$ cat src/rtl/cdd_pkg.sv
// Constants, register map and state types of the clock divider chain
// Summary of operation
// - Zero-delay bit routes channel 0 to feedback
// - Four channel dividers, ratios 1 through 32
// - Prescaler divides by 1 to 6
// - High N+1, low M+1 input cycles
// - Source bit picks prescaler or direct input
// - Bypass gives divide by one, passthrough
// - Correction on by default, per-channel off bit
// - Uncorrected duty is (N+1)/(N+M+2)
// - Prescaler has a static, non-toggling setting
// - Total ratio is prescaler times channel ratio
// - Coarse delay up to 15 cycles, start level
// - Odd prescaler, bypassed channel: 33.3/40 percent, divide by one stays static
// - Corrected odd prescaler duty rounds high time up: 66.7/60 percent
package cdd_pkg;

  localparam logic [8:0] ZERO_DELAY_OFS = 9'h01e;
  localparam int ZERO_DELAY_BIT = 1;
  localparam logic [8:0] PRESCALE_OFS = 9'h1e0;
  localparam logic [8:0] SOURCE_OFS = 9'h1e1;
  localparam int SOURCE_BIT = 0;
  localparam logic [8:0] STATUS_OFS = 9'h1f0;
  localparam logic [8:0] RESTART_OFS = 9'h1f1;
  localparam int RESTART_BIT = 0;

  localparam logic [8:0] CH_COUNTS_OFS [4] = '{9'h190, 9'h193, 9'h196,
                                               9'h199};
  localparam logic [8:0] CH_CTRL_OFS [4] = '{9'h191, 9'h194, 9'h197,
                                             9'h19a};
  localparam logic [8:0] CH_DCC_OFS [4] = '{9'h192, 9'h195, 9'h198,
                                            9'h19b};

  // Control register fields
  localparam int CTRL_BYPASS_BIT = 7;
  localparam int CTRL_IGNORE_BIT = 6;
  localparam int CTRL_START_HIGH_BIT = 4;
  localparam logic [7:0] CTRL_MASK = 8'hdf;
  localparam int DCC_OFF_BIT = 0;

  // Prescaler select: 0..5 give divide by 1..6, above is static
  localparam logic [2:0] PRE_MAX_SEL = 3'h5;
  localparam logic [2:0] PRE_DIV1_SEL = 3'h0;

  localparam logic [7:0] COUNTS_RST = 8'h00;
  localparam logic [7:0] CTRL_RST = 8'h00;
  localparam logic DCC_OFF_RST = 1'b0;
  localparam logic ZERO_DELAY_RST = 1'b0;
  localparam logic [2:0] PRE_SEL_RST = 3'h0;
  localparam logic SOURCE_RST = 1'b0;

  localparam logic [7:0] AGE_MAX = 8'hff;

  typedef struct packed {
    logic [8:0] addr;
    logic [7:0] wdata;
    logic wr;
    logic rd;
  } cdd_bus_req_t;

  typedef struct packed {
    logic [3:0][7:0] counts;
    logic [3:0][7:0] ctrl;
    logic [3:0] dcc_off;
    logic zero_delay;
    logic [2:0] pre_sel;
    logic src_direct;
    logic [3:0][7:0] cnt;
    logic [3:0][7:0] dly;
    logic [3:0] out;
    logic [3:0] follow;
    logic fb_s1;
    logic fb_s2;
    logic fb_s3;
    logic fb_level;
    logic fb_out;
    logic [7:0] rdata;
    logic [7:0] cfg_age;
    logic [7:0] hi_run;
    logic [7:0] lo_run;
  } cdd_state_t;

endpackage

$ cat src/rtl/cdd_top.sv
// Prescaler and four channel dividers with register port
`timescale 1ns/100ps
`default_nettype none
module cdd_top (
  input wire logic clk,
  input wire logic reset,
  input wire cdd_pkg::cdd_bus_req_t bus_req,
  output logic [7:0] read_data,
  input wire logic feedback_ref,
  output logic feedback_clk,
  output logic [3:0] channel_out,
  output logic [3:0] channel_follow
);
  import cdd_pkg::*;

  cdd_state_t st;
  cdd_state_t next_st;
  logic [7:0] src_ratio;
  logic [7:0] ratio;
  logic [7:0] period;
  logic [7:0] high_len;
  logic [7:0] delay_len;
  logic [7:0] n_val;
  logic [7:0] m_val;
  logic [7:0] po_val;
  logic pre_static;
  logic hold_static;
  logic restart;
  logic byp;
  logic start_high;

  always_comb begin
    next_st = st;
    next_st.rdata = 8'h00;
    src_ratio = 8'h00;
    ratio = 8'h00;
    period = 8'h00;
    high_len = 8'h00;
    delay_len = 8'h00;
    n_val = 8'h00;
    m_val = 8'h00;
    po_val = 8'h00;
    hold_static = 1'b0;
    byp = 1'b0;
    start_high = 1'b0;
    pre_static = st.pre_sel > PRE_MAX_SEL;
    // Channel input cycle length in clocks
    src_ratio = st.src_direct ? 8'h01 :
                {5'h00, st.pre_sel} + 8'h01;
    restart = bus_req.wr && (bus_req.addr == RESTART_OFS) &&
              bus_req.wdata[RESTART_BIT];

    if (bus_req.wr) begin
      case (bus_req.addr)
        ZERO_DELAY_OFS: next_st.zero_delay = bus_req.wdata[ZERO_DELAY_BIT];
        PRESCALE_OFS: next_st.pre_sel = bus_req.wdata[2:0];
        SOURCE_OFS: next_st.src_direct = bus_req.wdata[SOURCE_BIT];
        default: begin
        end
      endcase
      for (int i = 0; i < 4; i++) begin
        if (bus_req.addr == CH_COUNTS_OFS[i]) begin
          next_st.counts[i] = bus_req.wdata;
        end
        if (bus_req.addr == CH_CTRL_OFS[i]) begin
          next_st.ctrl[i] = bus_req.wdata & CTRL_MASK;
        end
        if (bus_req.addr == CH_DCC_OFS[i]) begin
          next_st.dcc_off[i] = bus_req.wdata[DCC_OFF_BIT];
        end
      end
    end

    if (bus_req.rd) begin
      case (bus_req.addr)
        ZERO_DELAY_OFS: next_st.rdata = {6'h00, st.zero_delay, 1'b0};
        PRESCALE_OFS: next_st.rdata = {5'h00, st.pre_sel};
        SOURCE_OFS: next_st.rdata = {7'h00, st.src_direct};
        STATUS_OFS: next_st.rdata = {st.follow, st.out};
        default: begin
        end
      endcase
      for (int i = 0; i < 4; i++) begin
        if (bus_req.addr == CH_COUNTS_OFS[i]) begin
          next_st.rdata = st.counts[i];
        end
        if (bus_req.addr == CH_CTRL_OFS[i]) begin
          next_st.rdata = st.ctrl[i];
        end
        if (bus_req.addr == CH_DCC_OFS[i]) begin
          next_st.rdata = {7'h00, st.dcc_off[i]};
        end
      end
    end

    for (int i = 0; i < 4; i++) begin
      n_val = {4'h0, st.counts[i][3:0]};
      m_val = {4'h0, st.counts[i][7:4]};
      po_val = {4'h0, st.ctrl[i][3:0]};
      byp = st.ctrl[i][CTRL_BYPASS_BIT];
      start_high = st.ctrl[i][CTRL_START_HIGH_BIT];
      ratio = byp ? 8'h01 : n_val + m_val + 8'h02;
      period = src_ratio * ratio;
      if (st.dcc_off[i]) begin
        // Bypassed channel keeps the prescaler's own shape
        high_len = byp ? (src_ratio >> 1) :
                   src_ratio * (n_val + 8'h01);
      end else begin
        high_len = (period + 8'h01) >> 1;
      end
      if (start_high) begin
        delay_len = src_ratio * (po_val + m_val + 8'h01);
      end else begin
        delay_len = src_ratio * po_val;
      end
      // Divide by one through a bypassed channel stays static
      hold_static = !st.src_direct && (pre_static ||
                    (st.pre_sel == PRE_DIV1_SEL && byp));
      next_st.follow[i] = st.src_direct && byp;
      if (restart && !st.ctrl[i][CTRL_IGNORE_BIT]) begin
        next_st.dly[i] = delay_len;
        next_st.cnt[i] = 8'h00;
        next_st.out[i] = start_high;
      end else if (hold_static || next_st.follow[i]) begin
        next_st.dly[i] = 8'h00;
        next_st.cnt[i] = 8'h00;
        next_st.out[i] = 1'b0;
      end else if (st.dly[i] != 8'h00) begin
        next_st.dly[i] = st.dly[i] - 8'h01;
        next_st.out[i] = start_high;
      end else begin
        next_st.out[i] = st.cnt[i] < high_len;
        if (st.cnt[i] >= period - 8'h01) begin
          next_st.cnt[i] = 8'h00;
        end else begin
          next_st.cnt[i] = st.cnt[i] + 8'h01;
        end
      end
    end

    next_st.fb_s1 = feedback_ref;
    next_st.fb_s2 = st.fb_s1;
    next_st.fb_s3 = st.fb_s2;
    if (st.fb_s2 == st.fb_s3) begin
      next_st.fb_level = st.fb_s3;
    end
    next_st.fb_out = st.zero_delay ? next_st.out[0] : st.fb_level;

    next_st.cfg_age = bus_req.wr ? 8'h00 :
                      (st.cfg_age == AGE_MAX ? AGE_MAX : st.cfg_age + 8'h01);
    next_st.hi_run = st.out[0] ? (st.hi_run == AGE_MAX ? AGE_MAX :
                     st.hi_run + 8'h01) : 8'h00;
    next_st.lo_run = !st.out[0] ? (st.lo_run == AGE_MAX ? AGE_MAX :
                     st.lo_run + 8'h01) : 8'h00;
  end

  always_ff @(posedge clk) begin
    if (reset) begin
      st <= '0;
      st.counts <= {4{COUNTS_RST}};
      st.ctrl <= {4{CTRL_RST}};
      st.dcc_off <= {4{DCC_OFF_RST}};
      st.zero_delay <= ZERO_DELAY_RST;
      st.pre_sel <= PRE_SEL_RST;
      st.src_direct <= SOURCE_RST;
    end else begin
      st <= next_st;
    end
  end

  assign read_data = st.rdata;
  assign feedback_clk = st.fb_out;
  assign channel_out = st.out;
  assign channel_follow = st.follow;

  // Expected figures for channel 0, from its configuration
  logic [7:0] exp_src;
  logic [7:0] exp_n;
  logic [7:0] exp_m;
  logic ch0_plain;
  assign exp_src = st.src_direct ? 8'h01 : {5'h00, st.pre_sel} + 8'h01;
  assign exp_n = {4'h0, st.counts[0][3:0]};
  assign exp_m = {4'h0, st.counts[0][7:4]};
  assign ch0_plain = (st.cfg_age == AGE_MAX) && !st.ctrl[0][CTRL_BYPASS_BIT]
                     && st.dly[0] == 8'h00 && st.pre_sel <= PRE_MAX_SEL;

  zero_delay_route_a: assert property (@(posedge clk)
    disable iff (reset)
    $past(st.zero_delay) |-> feedback_clk == channel_out[0])
    else $error("feedback not taken from channel 0");

  high_time_a: assert property (@(posedge clk) disable iff (reset)
    (ch0_plain && st.dcc_off[0] && $fell(channel_out[0])) |->
    st.hi_run == exp_src * (exp_n + 8'h01))
    else $error("channel 0 high time wrong");

  low_time_a: assert property (@(posedge clk) disable iff (reset)
    (ch0_plain && st.dcc_off[0] && $rose(channel_out[0])) |->
    st.lo_run == exp_src * (exp_m + 8'h01))
    else $error("channel 0 low time wrong");

  dcc_odd_a: assert property (@(posedge clk) disable iff (reset)
    (ch0_plain && !st.dcc_off[0] && st.src_direct &&
     exp_m == exp_n + 8'h01 && $fell(channel_out[0])) |->
    st.hi_run == exp_n + 8'h02)
    else $error("corrected odd high time wrong");

  pre_shape_a: assert property (@(posedge clk) disable iff (reset)
    ((st.cfg_age == AGE_MAX) && st.ctrl[0][CTRL_BYPASS_BIT] &&
     !st.src_direct && st.dcc_off[0] && st.pre_sel == 3'h2 &&
     st.dly[0] == 8'h00 && $fell(channel_out[0])) |->
    st.hi_run == 8'h01 ##1 !channel_out[0] ##1 channel_out[0])
    else $error("divide by three shape wrong");

  static_out_a: assert property (@(posedge clk) disable iff (reset)
    (st.cfg_age > 8'h01 && !st.src_direct && st.pre_sel > PRE_MAX_SEL) |->
    channel_out == 4'h0)
    else $error("static prescaler outputs toggle");

  bypass_follow_a: assert property (@(posedge clk)
    disable iff (reset)
    (st.cfg_age > 8'h01 && st.src_direct && st.ctrl[0][CTRL_BYPASS_BIT])
    |-> channel_follow[0] && !channel_out[0])
    else $error("bypassed channel not passing input");

  coarse_delay_a: assert property (@(posedge clk)
    disable iff (reset)
    (bus_req.wr && bus_req.addr == RESTART_OFS && bus_req.wdata[0] &&
     st.src_direct && st.ctrl[0] == 8'h03) |=>
    !channel_out[0] [*4] ##1 channel_out[0])
    else $error("coarse delay of three wrong");

  dcc_default_a: assert property (@(posedge clk) disable iff (reset)
    $fell(reset) |-> st.dcc_off == 4'h0)
    else $error("correction not on after reset");

  status_read_a: assert property (@(posedge clk) disable iff (reset)
    (bus_req.rd && bus_req.addr == STATUS_OFS) |=>
    read_data == {$past(channel_follow), $past(channel_out)})
    else $error("status read wrong");

  fb_source_a: assert property (@(posedge clk)
    disable iff (reset)
    !$past(st.zero_delay) |-> feedback_clk == $past(st.fb_level))
    else $error("feedback not taken from synced reference");

  start_level_a: assert property (@(posedge clk)
    disable iff (reset)
    (bus_req.wr && bus_req.addr == RESTART_OFS &&
     bus_req.wdata[RESTART_BIT] && !st.ctrl[0][CTRL_IGNORE_BIT]) |=>
    channel_out[0] == $past(st.ctrl[0][CTRL_START_HIGH_BIT]))
    else $error("restart level of channel 0 wrong");

  follow_map_a: assert property (@(posedge clk)
    disable iff (reset)
    st.cfg_age > 8'h01 |-> channel_follow == ({4{st.src_direct}} &
    {st.ctrl[3][CTRL_BYPASS_BIT], st.ctrl[2][CTRL_BYPASS_BIT],
     st.ctrl[1][CTRL_BYPASS_BIT], st.ctrl[0][CTRL_BYPASS_BIT]}))
    else $error("follow flags do not match bypass");

  zero_delay_c: cover property (@(posedge clk) disable iff (reset)
    st.zero_delay && $rose(feedback_clk));
  follow_c: cover property (@(posedge clk) disable iff (reset)
    $rose(channel_follow[0]));
  delay_run_c: cover property (@(posedge clk) disable iff (reset)
    st.dly[0] == 8'h01 && !st.ctrl[0][CTRL_START_HIGH_BIT]);
  dcc_odd_c: cover property (@(posedge clk) disable iff (reset)
    ch0_plain && !st.dcc_off[0] && $fell(channel_out[0]));
  static_c: cover property (@(posedge clk) disable iff (reset)
    !st.src_direct && st.pre_sel > PRE_MAX_SEL && st.cfg_age > 8'h01);

endmodule
`default_nettype wire

$ cat config.mk
export PLATFORM = sky130hd
export DESIGN_NAME = cdd_top
export DESIGN_NICKNAME = d
export VERILOG_FILES = /design/src/rtl/cdd_pkg.sv /design/src/rtl/cdd_top.sv
export SDC_FILE = /design/constraint.sdc
export NUM_CORES = 1
export LEC_CHECK = 0
export ABC_AREA = 1
export BUFFER_PORTS_ARGS = -buffer_cell sky130_fd_sc_hd__buf_2
export CAP_MARGIN = 20
export CORE_AREA = 2 2 172 174
export CTS_CLUSTER_SIZE = 25
export DETAILED_ROUTE_END_ITERATION = 12
export DIE_AREA = 0 0 174 176
export PLACE_DENSITY = 0.85
export SYNTH_ARGS = -nofsm -noshare
export SYNTH_HDL_FRONTEND = slang
export SYNTH_SLANG_ARGS = --single-unit
$ cat constraint.sdc
create_clock -name clk -period 14.3 [get_ports clk]
set_input_delay 1.43 -clock clk [delete_from_list [all_inputs] [get_ports clk]]
set_output_delay 1.43 -clock clk [all_outputs]
set_load 0.005 [all_outputs]
Word level (Yosys, flattened, before mapping). Index checks and enable logic that the tools add are counted.

Register bits after elaboration: 154. Bits of input ports: 22. Output and inout port bits: 17. Word-level logic and storage cells: 233.

$add $sub $neg: 37. Multipliers: 16. $lt $le $gt $ge: 9. Equal/unequal tests: 18. Muxes and demuxes: 59. Bitwise gates (word level): 1. Reductions and logical operators: 61.

Operator list (count): 8-bit two-way mux (40); 9-bit equality test (second input constant) (16); 8-bit by 1-bit adder with 8-bit output (second input constant) (8); 8-bit by 6-bit multiplier with 8-bit output (8); 8-bit by 1-bit subtractor with 8-bit output (second input constant) (8); 4-bit by 4-bit adder with 5-bit output (8); 8-bit greater-or-equal comparator (4); 8-bit < comparator (4); 8-bit by 4-bit multiplier with 8-bit output (4); 8-bit by 5-bit multiplier with 8-bit output (4); 8-bit case mux with 4 select lines (1); 8-bit nonzero test (4); 2-bit AND reduction (15); 5-bit by 1-bit adder with 6-bit output (second input constant) (4); 5-bit by 2-bit adder with 6-bit output (second input constant) (4); 6-bit two-way mux (4); 4-bit by 1-bit adder with 5-bit output (second input constant) (4); 1-bit logical AND (18); 3-bit OR reduction (5); 1-bit two-way mux (14); 3-bit nonzero test (4); 9-bit by 5-bit equality test with 1-bit output (second input constant) (1); 1-bit logical OR (8); 1-bit zero test (5); 6 further kinds (6).

Logic depth before layout (Yosys ltp). Gate-level depths: netlist (run 1).

Depth after elaboration: 14. Mapped depth: 37. Depth with buffers taken out: 37.

Least setup slack after synthesis (run 1). Ideal clock, no wire load.

Path kind: register to register. Start: register st[167] (netlist bit). End: register st[100] (netlist bit). Setup time: 0.131 ns. Arrival: 5.132 ns. Data required time: 14.169 ns. Path slack: 9.038 ns. Cell stages (with the launch flop): 29. Buffers on the path: 0. Period minus slack after synthesis: 5.262 ns. Path through: dfxtp_1 inv_1 ha_1 inv_1 ha_1 fa_1 o21ai_0 nor2_1 fa_1 inv_1 fa_1 inv_1 ha_1 a21oi_1 nand2_1 nand2_1 nand2_1 a21oi_1 xor2_2 xnor2_2 xor2_1 ha_1 nand2_1 nor2_1 nand2_1 o211ai_1 a21oi_1 o21ai_1 nor2_1.

Cells in the longest elaborated chain, start to end: 7.

RTL lines: start: declaration (RTL line cdd_top.sv:16) `cdd_state_t st;`; start signal: assignment (RTL line cdd_top.sv:167) `st <= next_st;`; 4-bit by 4-bit adder with 5-bit output (RTL line cdd_top.sv:102) `ratio = byp ? 8'h01 : n_val + m_val + 8'h02;`; 5-bit by 2-bit adder with 6-bit output (RTL line cdd_top.sv:102); 6-bit two-way mux (RTL line cdd_top.sv:102); 8-bit by 6-bit multiplier with 8-bit output (RTL line cdd_top.sv:103) `period = src_ratio * ratio;`; 8-bit by 1-bit subtractor with 8-bit output (RTL line cdd_top.sv:133) `if (st.cnt[i] >= period - 8'h01) begin`; 8-bit greater-or-equal comparator (RTL line cdd_top.sv:133); 8-bit two-way mux (RTL line cdd_top.sv:133).

Every way passes these cells. A chain may end at the register's enable or synchronous reset.

Final worst setup path (run 1).
Start: register st[110] (netlist bit). End: register st[99] (netlist bit).

Cells in the longest elaborated chain, start to end: 6. Elaborated cells between the ends (all ways): 13. Classes of those cells: add/sub (2); mul (1); order compare (2); mux (2); reduce/logical (6).

RTL lines (RTL line): 3-bit by 1-bit adder with 4-bit output or 3-bit zero test (tied branches); 8-bit two-way mux or 1-bit logical AND (tied branches) (cdd_top.sv:48, cdd_top.sv:118); 8-bit by 6-bit multiplier with 8-bit output or 1-bit logical OR (tied branches) (cdd_top.sv:103, cdd_top.sv:117); 8-bit by 1-bit subtractor with 8-bit output or 1-bit logical AND (tied branches) (cdd_top.sv:133, cdd_top.sv:117); 8-bit greater-or-equal comparator or 1-bit logical OR (tied branches) (cdd_top.sv:133, cdd_top.sv:124); 8-bit two-way mux or 3-bit OR reduction (tied branches).

Several ways; a longest one is shown, not always the timed one.

==> summary.txt, run 1 <==
Critical path
  – Number of buffers and inverters on the critical path: 7
  – Crit path capture type: register
  – Reg-to-reg critical path startpoint: st[110]
  – Data arrival time of the worst path: 6.24 ns
  – Highest-delay cell along the critical path: sky130_fd_sc_hd__fa_1
  – Cell with the most instances on the worst path: sky130_fd_sc_hd__nand2_1
  – Critical path class: register to register
  – Endpoint of the worst-slack reg-to-reg timing path: st[99]
  – Top cell family by delay on the critical path: adder cells
  – Critical Path Max Stage Delay: 0.53 ns
  – Register-to-register setup slack: 8.38 ns
  – Largest driver fanout on the critical path: 45
  – Number of cells on the critical path: 29
  – Depth of the worst register-to-register path: 29
  – Worst endpoint required time: 14.61 ns
  – Startpoint Class: register

Route
  – Vias per cell: 5.83
  – Initial drt markers: 1757
  – First drt pass iteration count: 7
  – Post-route ant nets: 0
  – DRC violation count after routing: 0
  – Per-cell routed wire length: 16.4 um
  – Drt total wl: 51600 um
  – Total via count in the routed design: 18331

Die
  – Overall die area: 30600 sq um
  – Area of the core region: 28500 sq um
  – Number of top-level pins: 39
  – Width of the chip: 174 um
  – Initial cell density of the core: 67.9%
  – Number of rows in the core area: 62
  – Vert. Die Dim: 176 um

Clock tree
  – Clock-pin slew on the worst setup and hold paths: 0.07 ns
  – Number of cells upsized or downsized after cts: 0
  – CTS tree: yes
  – Number of buffers inserted during clock tree synthesis: 17
  – Master cell of the clock root buffer: sky130_fd_sc_hd__clkbuf_16
  – Clock Path Buffers: 2
  – H-tree depth: 4
  – Clock network latency to the later pin of the worst-skew pair: 0.45 ns
  – Sinks on the clock net: 154
  – Post-CTS Setup Bufs: 0
  – Hold-fix buffers at CTS: 0

Timing
  – Setup repair after global routing missed its margin: false
  – Hold Violations, Final: 0
  – Max transition margin: 40.3%
  – Fin Setup TNS: 0 ns
  – Worst Clk Skew: 0.0133 ns
  – Measured slew at the worst slew-check pin: 0.893 ns
  – Achievable Freq: 169 MHz
  – Min Clock Period, post-route: 5.92 ns
  – Final count of pins violating max slew: 0
  – Fin crit share: 41.4%
  – Number of failing setup endpoints in the final timing report: 0

Worst hold path
  – Source of the worst hold timing path: next_st[35]
  – Class of the most critical hold timing path: register to register
  – Hold EP: next_st[34]
  – Number of instances on the worst hold path: 2

Global routing
  – Largest net degree at the start of global routing: 77
  – Grt total ovfl: 0
  – Via count of the first global-routing pass: 18106
  – Number of antenna violations at the first check in global routing: 1
  – Combined global-route utilization of all metal layers: 34.2%
  – Global-route wire length before repair: 85900 um

Placement
  – Placed Cells: 3110
  – Final HPWL from detailed placement: 39700 um
  – Post-Place Cell Area: 19700 sq um
  – RePlAce Congestion: 0.997
  – IO Port Bufs: 38

Synthesis
  – Part of the Yosys area used for sequential elements: 15.9%
  – Number of enable flip-flop cells after synthesis: 0
  – Synth top area share: 19.2%
  – Post-synthesis register bit count: 154
  – Netlist area before placement: 19400 sq um
  – Proportion of synthesized flip-flops having asynchronous set or reset: 0%
  – Syn avg cell area: 7.01 sq um
  – Syn Inst Count: 2764
  – Most used DFF post-synth: sky130_fd_sc_hd__dfxtp_1
  – Synthesized net count: 3188
  – Distinct cell type count of the synthesized netlist: 67
  – Most area-hungry cell type in the Yosys netlist: sky130_fd_sc_hd__ha_1
  – Area contributors post-synth: sky130_fd_sc_hd__ha_1 19%, sky130_fd_sc_hd__dfxtp_1 16%, sky130_fd_sc_hd__fa_1 11%, sky130_fd_sc_hd__nand2_1 9.2%, sky130_fd_sc_hd__inv_1 8.6%
  – Total number of yosys warnings: 0

Cells and area
  – Filler Cells Inserted: 2354
  – Area added between synthesis and finish: 4.81%
  – Final Cell Area: 20300 sq um
  – Fraction of layout instances using a drive strength above 1: 6.16%
  – Final Core Density: 71.2%
  – Final cell count without fillers: 3142
  – Most frequent cells in the layout: 476 x sky130_fd_sc_hd__nand2_1, 444 x sky130_fd_sc_hd__inv_1, 360 x sky130_fd_sc_hd__nor2_1
  – Net total in the final layout: 3169
  – Commonest non-fill, non-tap cell in the layout: sky130_fd_sc_hd__nand2_1
  – Count of inserted antenna diode cells: 0

Power and ir drop
  – Worst vdd rail ir drop: 0.0932 mV
  – PD cells: 69.9 nW/um^2
  – Total chip power: 1.42 mW
  – Leakage: 10.4 nW

Run
  – Maximum Capacitance Violations: 0

Outcome
  – Outcome: finished clean
layout make-up:
type | instances | area, sq um | area share [%]
Clock buffer | 20 | 447 | 2.20
Sequential cell | 154 | 3080 | 15.2
Multi-Input combinational cell | 2063 | 14200 | 69.7
Inverter | 461 | 1740 | 8.55
Tap cell | 384 | 480 | 2.36
Clock inverter | 12 | 139 | 0.684
Timing Repair Buffer | 48 | 265 | 1.31
flip-flops by register name, summed over array words and instances (netlist names):
name,cells
read_data,8
po_val,4
channel_out,4
exp_n,4
m_val,4
next_st,2
n_val,4
byp,1
st,114
feedback_clk,1
channel_follow,4
exp_m,4
cells in the mapped netlist, drive strengths merged, types with 2 or more instances:
| master | instances |
|---|---|
| a21boi | 3 |
| buf | 39 |
| nor2 | 375 |
| ha | 298 |
| nor4 | 3 |
| o21bai | 2 |
| nand2 | 482 |
| a221oi | 3 |
| clkbuf | 47 |
| a31o | 4 |
| and2 | 2 |
| fa | 104 |
| o22ai | 13 |
| o221ai | 7 |
| and3 | 2 |
| a211oi | 6 |
| o211ai | 6 |
| a21o | 3 |
| nand3b | 2 |
| o2111ai | 4 |
| nor3b | 4 |
| a31oi | 11 |
| inv | 457 |
| nor3 | 43 |
| nand3 | 110 |
| mux2i | 3 |
| o32ai | 8 |
| clkinv | 4 |
| a21oi | 209 |
| nand4 | 28 |
| xor2 | 84 |
| a32oi | 10 |
| o32a | 2 |
| or2 | 34 |
| o21ai | 142 |
| xnor2 | 49 |
| dfxtp | 154 |
| o21a | 2 |
worst min-delay path, delay by kind of cell (launching register included):
family | cells | cell delay, ns
flip-flops | 1 | 0.30
buffers and inverters | 1 | 0.06
AND/OR/NAND/NOR | 1 | 0.06
how the worst max path moves through the flow:
stage	start	end	slack, ns
final	st[110]	st[99]	8.38
after global routing	st[171]	st[97]	7.89
after CTS	st[110]	st[99]	8.41
after detailed placement	st[171]	st[99]	8.42
after global placement	st[171]	st[98]	8.70
after floorplan	st[167]	st[100]	9.04
cells by family after synthesis:
kind of cell,share of synthesized area (%)
mux,0.155
xor+xnor,6.09
simple gates,24.0
buf+inv,11.1
compound gates,12.7
fa+ha+maj,30.0
flops,15.9
per-stage QoR:
step                      hold slack [ns]  worst slack (ns)
after floorplan                     0.388              9.04
after detailed placement            0.449              8.42
final                               0.459              8.38
after global placement              0.434              8.70
after global routing                0.469              7.89
after CTS                           0.454              8.41
metal layers:
metal | share of wire [%] | track usage, %
met1 | 42 | 44.0
met2 | 46 | 57.4
met3 | 8.4 | 5.06
met4 | 3.8 | 15.0
met5 | 0.025 | 0
report_power, final:
part	switching (mW)	total [mW]	internal, mW
registers	0.0484	0.526	0.478
clock network	0.209	0.473	0.264
logic	0.253	0.422	0.169
total	0.510	1.42	0.911
Note: power is estimated with default switching activity, not from simulation.
==> inputs of run 2 (changes only) <==
- CORE_AREA: 2 2 172 174 -> 2 2 175 177
- DIE_AREA: 0 0 174 176 -> 0 0 177 179
- PLACE_DENSITY: 0.85 -> 0.82
- clock period: 14.3 -> 5.8 ns (I/O delays scaled with it)
==> run 2 against run 1 <==
Compared with the run above:
- sequential share of layout area down 0.19 points
- die area is 3.5% higher
- critical endpoint is now st[85]
- critical path depth shrank 2
- design area grew 1.4%
- clock skew decreased by 0.0024 ns
- clock power increased to 2.7 times the previous value
- non-clock buffer count rose by 18
- worst hold slack got worse by 0.13 ns
- critical path type unchanged
- wire length is 3.4% higher
- highest routed layer is now met4
- register-to-register slack worse by 8.1 ns
==> summary.txt, run 2 (same netlist as run 1, synthesis figures left out) <==
Worst hold path
  – Source of the worst hold timing path: feedback_ref
  – Number of instances on the worst hold path: 3
  – Class of the most critical hold timing path: input pin to register

Clock tree
  – Clock Path Buffers: 2
  – Number of buffers inserted during clock tree synthesis: 17
  – Clock-pin slew on the worst setup and hold paths: 0.07 ns
  – CTS tree: yes
  – Hold-fix buffers at CTS: 0
  – Clock network latency to the later pin of the worst-skew pair: 0.45 ns
  – H-tree depth: 4
  – Sinks on the clock net: 154
  – Master cell of the clock root buffer: sky130_fd_sc_hd__clkbuf_16

Critical path
  – Cell with the most instances on the worst path: sky130_fd_sc_hd__nand2_1
  – Critical path class: register to register
  – Critical Path Max Stage Delay: 0.53 ns
  – Reg-to-reg critical path startpoint: st[163]
  – Startpoint Class: register
  – Largest driver fanout on the critical path: 7
  – Origin of the worst setup path: st[163]
  – Depth of the worst register-to-register path: 27
  – Worst endpoint required time: 6.17 ns
  – Register-to-register setup slack: 0.30 ns
  – Crit path capture type: register
  – Highest-delay cell along the critical path: sky130_fd_sc_hd__fa_1
  – Data arrival time of the worst path: 5.87 ns

Route
  – First drt pass iteration count: 7
  – Vias per cell: 5.81
  – Initial drt markers: 1524
  – Drt total wl: 53300 um
  – Total via count in the routed design: 18421
  – Per-cell routed wire length: 16.8 um
  – DRC violation count after routing: 0
  – Post-route ant nets: 0

Die
  – Number of rows in the core area: 64
  – Vert. Die Dim: 179 um
  – Overall die area: 31700 sq um
  – Initial cell density of the core: 64.6%
  – Area of the core region: 30000 sq um
  – Number of top-level pins: 39
  – Width of the chip: 177 um

Cells and area
  – Area added between synthesis and finish: 6.25%
  – Fraction of layout instances using a drive strength above 1: 7.38%
  – Net total in the final layout: 3187
  – Most frequent cells in the layout: 476 x sky130_fd_sc_hd__nand2_1, 444 x sky130_fd_sc_hd__inv_1, 360 x sky130_fd_sc_hd__nor2_1
  – Flip-flop count of the largest register after layout: 114
  – Commonest non-fill, non-tap cell in the layout: sky130_fd_sc_hd__nand2_1
  – Register with the most flip-flops: st

Timing
  – Post-route worst setup slack: 0.302 ns
  – Setup repair after global routing missed its margin: true
  – Measured slew at the worst slew-check pin: 0.921 ns
  – Min Clock Period, post-route: 5.50 ns
  – Hold Violations, Final: 0
  – Worst Clk Skew: 0.0109 ns
  – Number of failing setup endpoints in the final timing report: 0
  – Fin crit share: 94.8%
  – Final count of pins violating max slew: 0
  – Max transition margin: 38.6%
  – Achievable Freq: 182 MHz

Global routing
  – Via count of the first global-routing pass: 17707
  – Global-route wire length before repair: 86200 um
  – Largest net degree at the start of global routing: 49
  – Number of antenna violations at the first check in global routing: 1
  – Fraction of met2 tracks used by global routing: 56.6%
  – Combined global-route utilization of all metal layers: 34.0%
  – Met1 track demand over resource: 44.3%
  – Routing usage on met3: 5.39%
  – Grt peak-use layer: met2
  – Grt total ovfl: 0

Power and ir drop
  – PD cells: 176 nW/um^2
  – Leakage: 10.5 nW
  – Total chip power: 3.62 mW
  – Worst vdd rail ir drop: 0.272 mV

Placement
  – Final HPWL from detailed placement: 41300 um
  – IO Port Bufs: 38
  – RePlAce Congestion: 1.03
  – Post-Place Worst Slack: 0.170 ns

Outcome
  – Outcome: finished clean

Run
  – Maximum Capacitance Violations: 0
==> run 2: cell types whose count changed in the layout (fill, tap and decap cells not counted), moves of 2 or more <==
cell / before / now
sky130_fd_sc_hd__bufinv_16: 2 / 4
sky130_fd_sc_hd__dfxtp_1: 154 / 152
sky130_fd_sc_hd__clkbuf_1: 2 / 0
sky130_fd_sc_hd__dfxtp_2: 0 / 2
sky130_fd_sc_hd__a21oi_1: 207 / 203
sky130_fd_sc_hd__o21ai_0: 139 / 134
sky130_fd_sc_hd__a21oi_2: 2 / 6
sky130_fd_sc_hd__inv_8: 0 / 2
sky130_fd_sc_hd__clkinvlp_4: 4 / 2
sky130_fd_sc_hd__o21ai_2: 1 / 6
sky130_fd_sc_hd__buf_4: 10 / 27
==> run 2: per-stage QoR <==
| step | TNS [ns] | hold slack [ns] | std cells | cell area, sq um | utilization, % |
|---|---|---|---|---|---|
| 6_report | 0 | 0.333 | 3173 | 20600 | 68.6 |
| 5_1_grt | -0.171 | 0.352 | 3172 | 20600 | 68.6 |
| 2_1_floorplan | 0 | 0.388 | 2764 | 19400 | - |
| 3_5_place_dp | 0 | 0.434 | 3138 | 19900 | 66.2 |
| 4_1_cts | 0 | 0.340 | 3170 | 20500 | 68.3 |
| 3_3_place_gp | 0 | 0.425 | 3138 | 19900 | 66.2 |
==> run 2: timing repair <==
| item | CTS | global route |
|---|---|---|
| setup buffers | 0 | 2 |
| gates resized for setup | 0 | 20 |
| endpoints found under the setup margin | 0 | 36 |
==> run 2: worst paths after layout <==
check,end
worst max-delay path,st[85]
worst max register to register,st[85]
worst min-delay path,next_st[35]
worst min register to register,next_st[34]
==> run 2: power breakdown <==
group | internal (mW) | switching [mW]
clock | 0.732 | 0.540
combinational | 0.418 | 0.627
sequential | 1.18 | 0.121
==> run 2: layout make-up <==
| class | count | area, sq um |
|---|---|---|
| fill | 2526 | 9430 |
| multi-input combinational | 2063 | 14200 |
| clock buffer | 17 | 425 |
| inverter | 461 | 1740 |
| antenna | 1 | 2.50 |
| clock inverter | 15 | 211 |
| timing repair buffer | 66 | 413 |
| tap | 396 | 495 |
| sequential | 154 | 3090 |
==> run 2: per-layer routing <==
metal	vias to the layer above	wire length [um]	share of wire [%]
met5	-	0	0
met4	0	1900	3.6
met3	149	4270	8.0
met2	765	24600	46
met1	8616	22600	42
li1	8891	-	-
==> run 2: worst max-delay path, delay by kind of cell (launching register included) <==
family	cells	cell delay, ns
DFF	1	0.38
AOI/OAI and AO/OA	6	1.01
and+or+nand+nor	8	0.92
xor gates and xnor gates	2	0.27
buffers and inverters	4	0.26
adders and majority gates	7	2.63
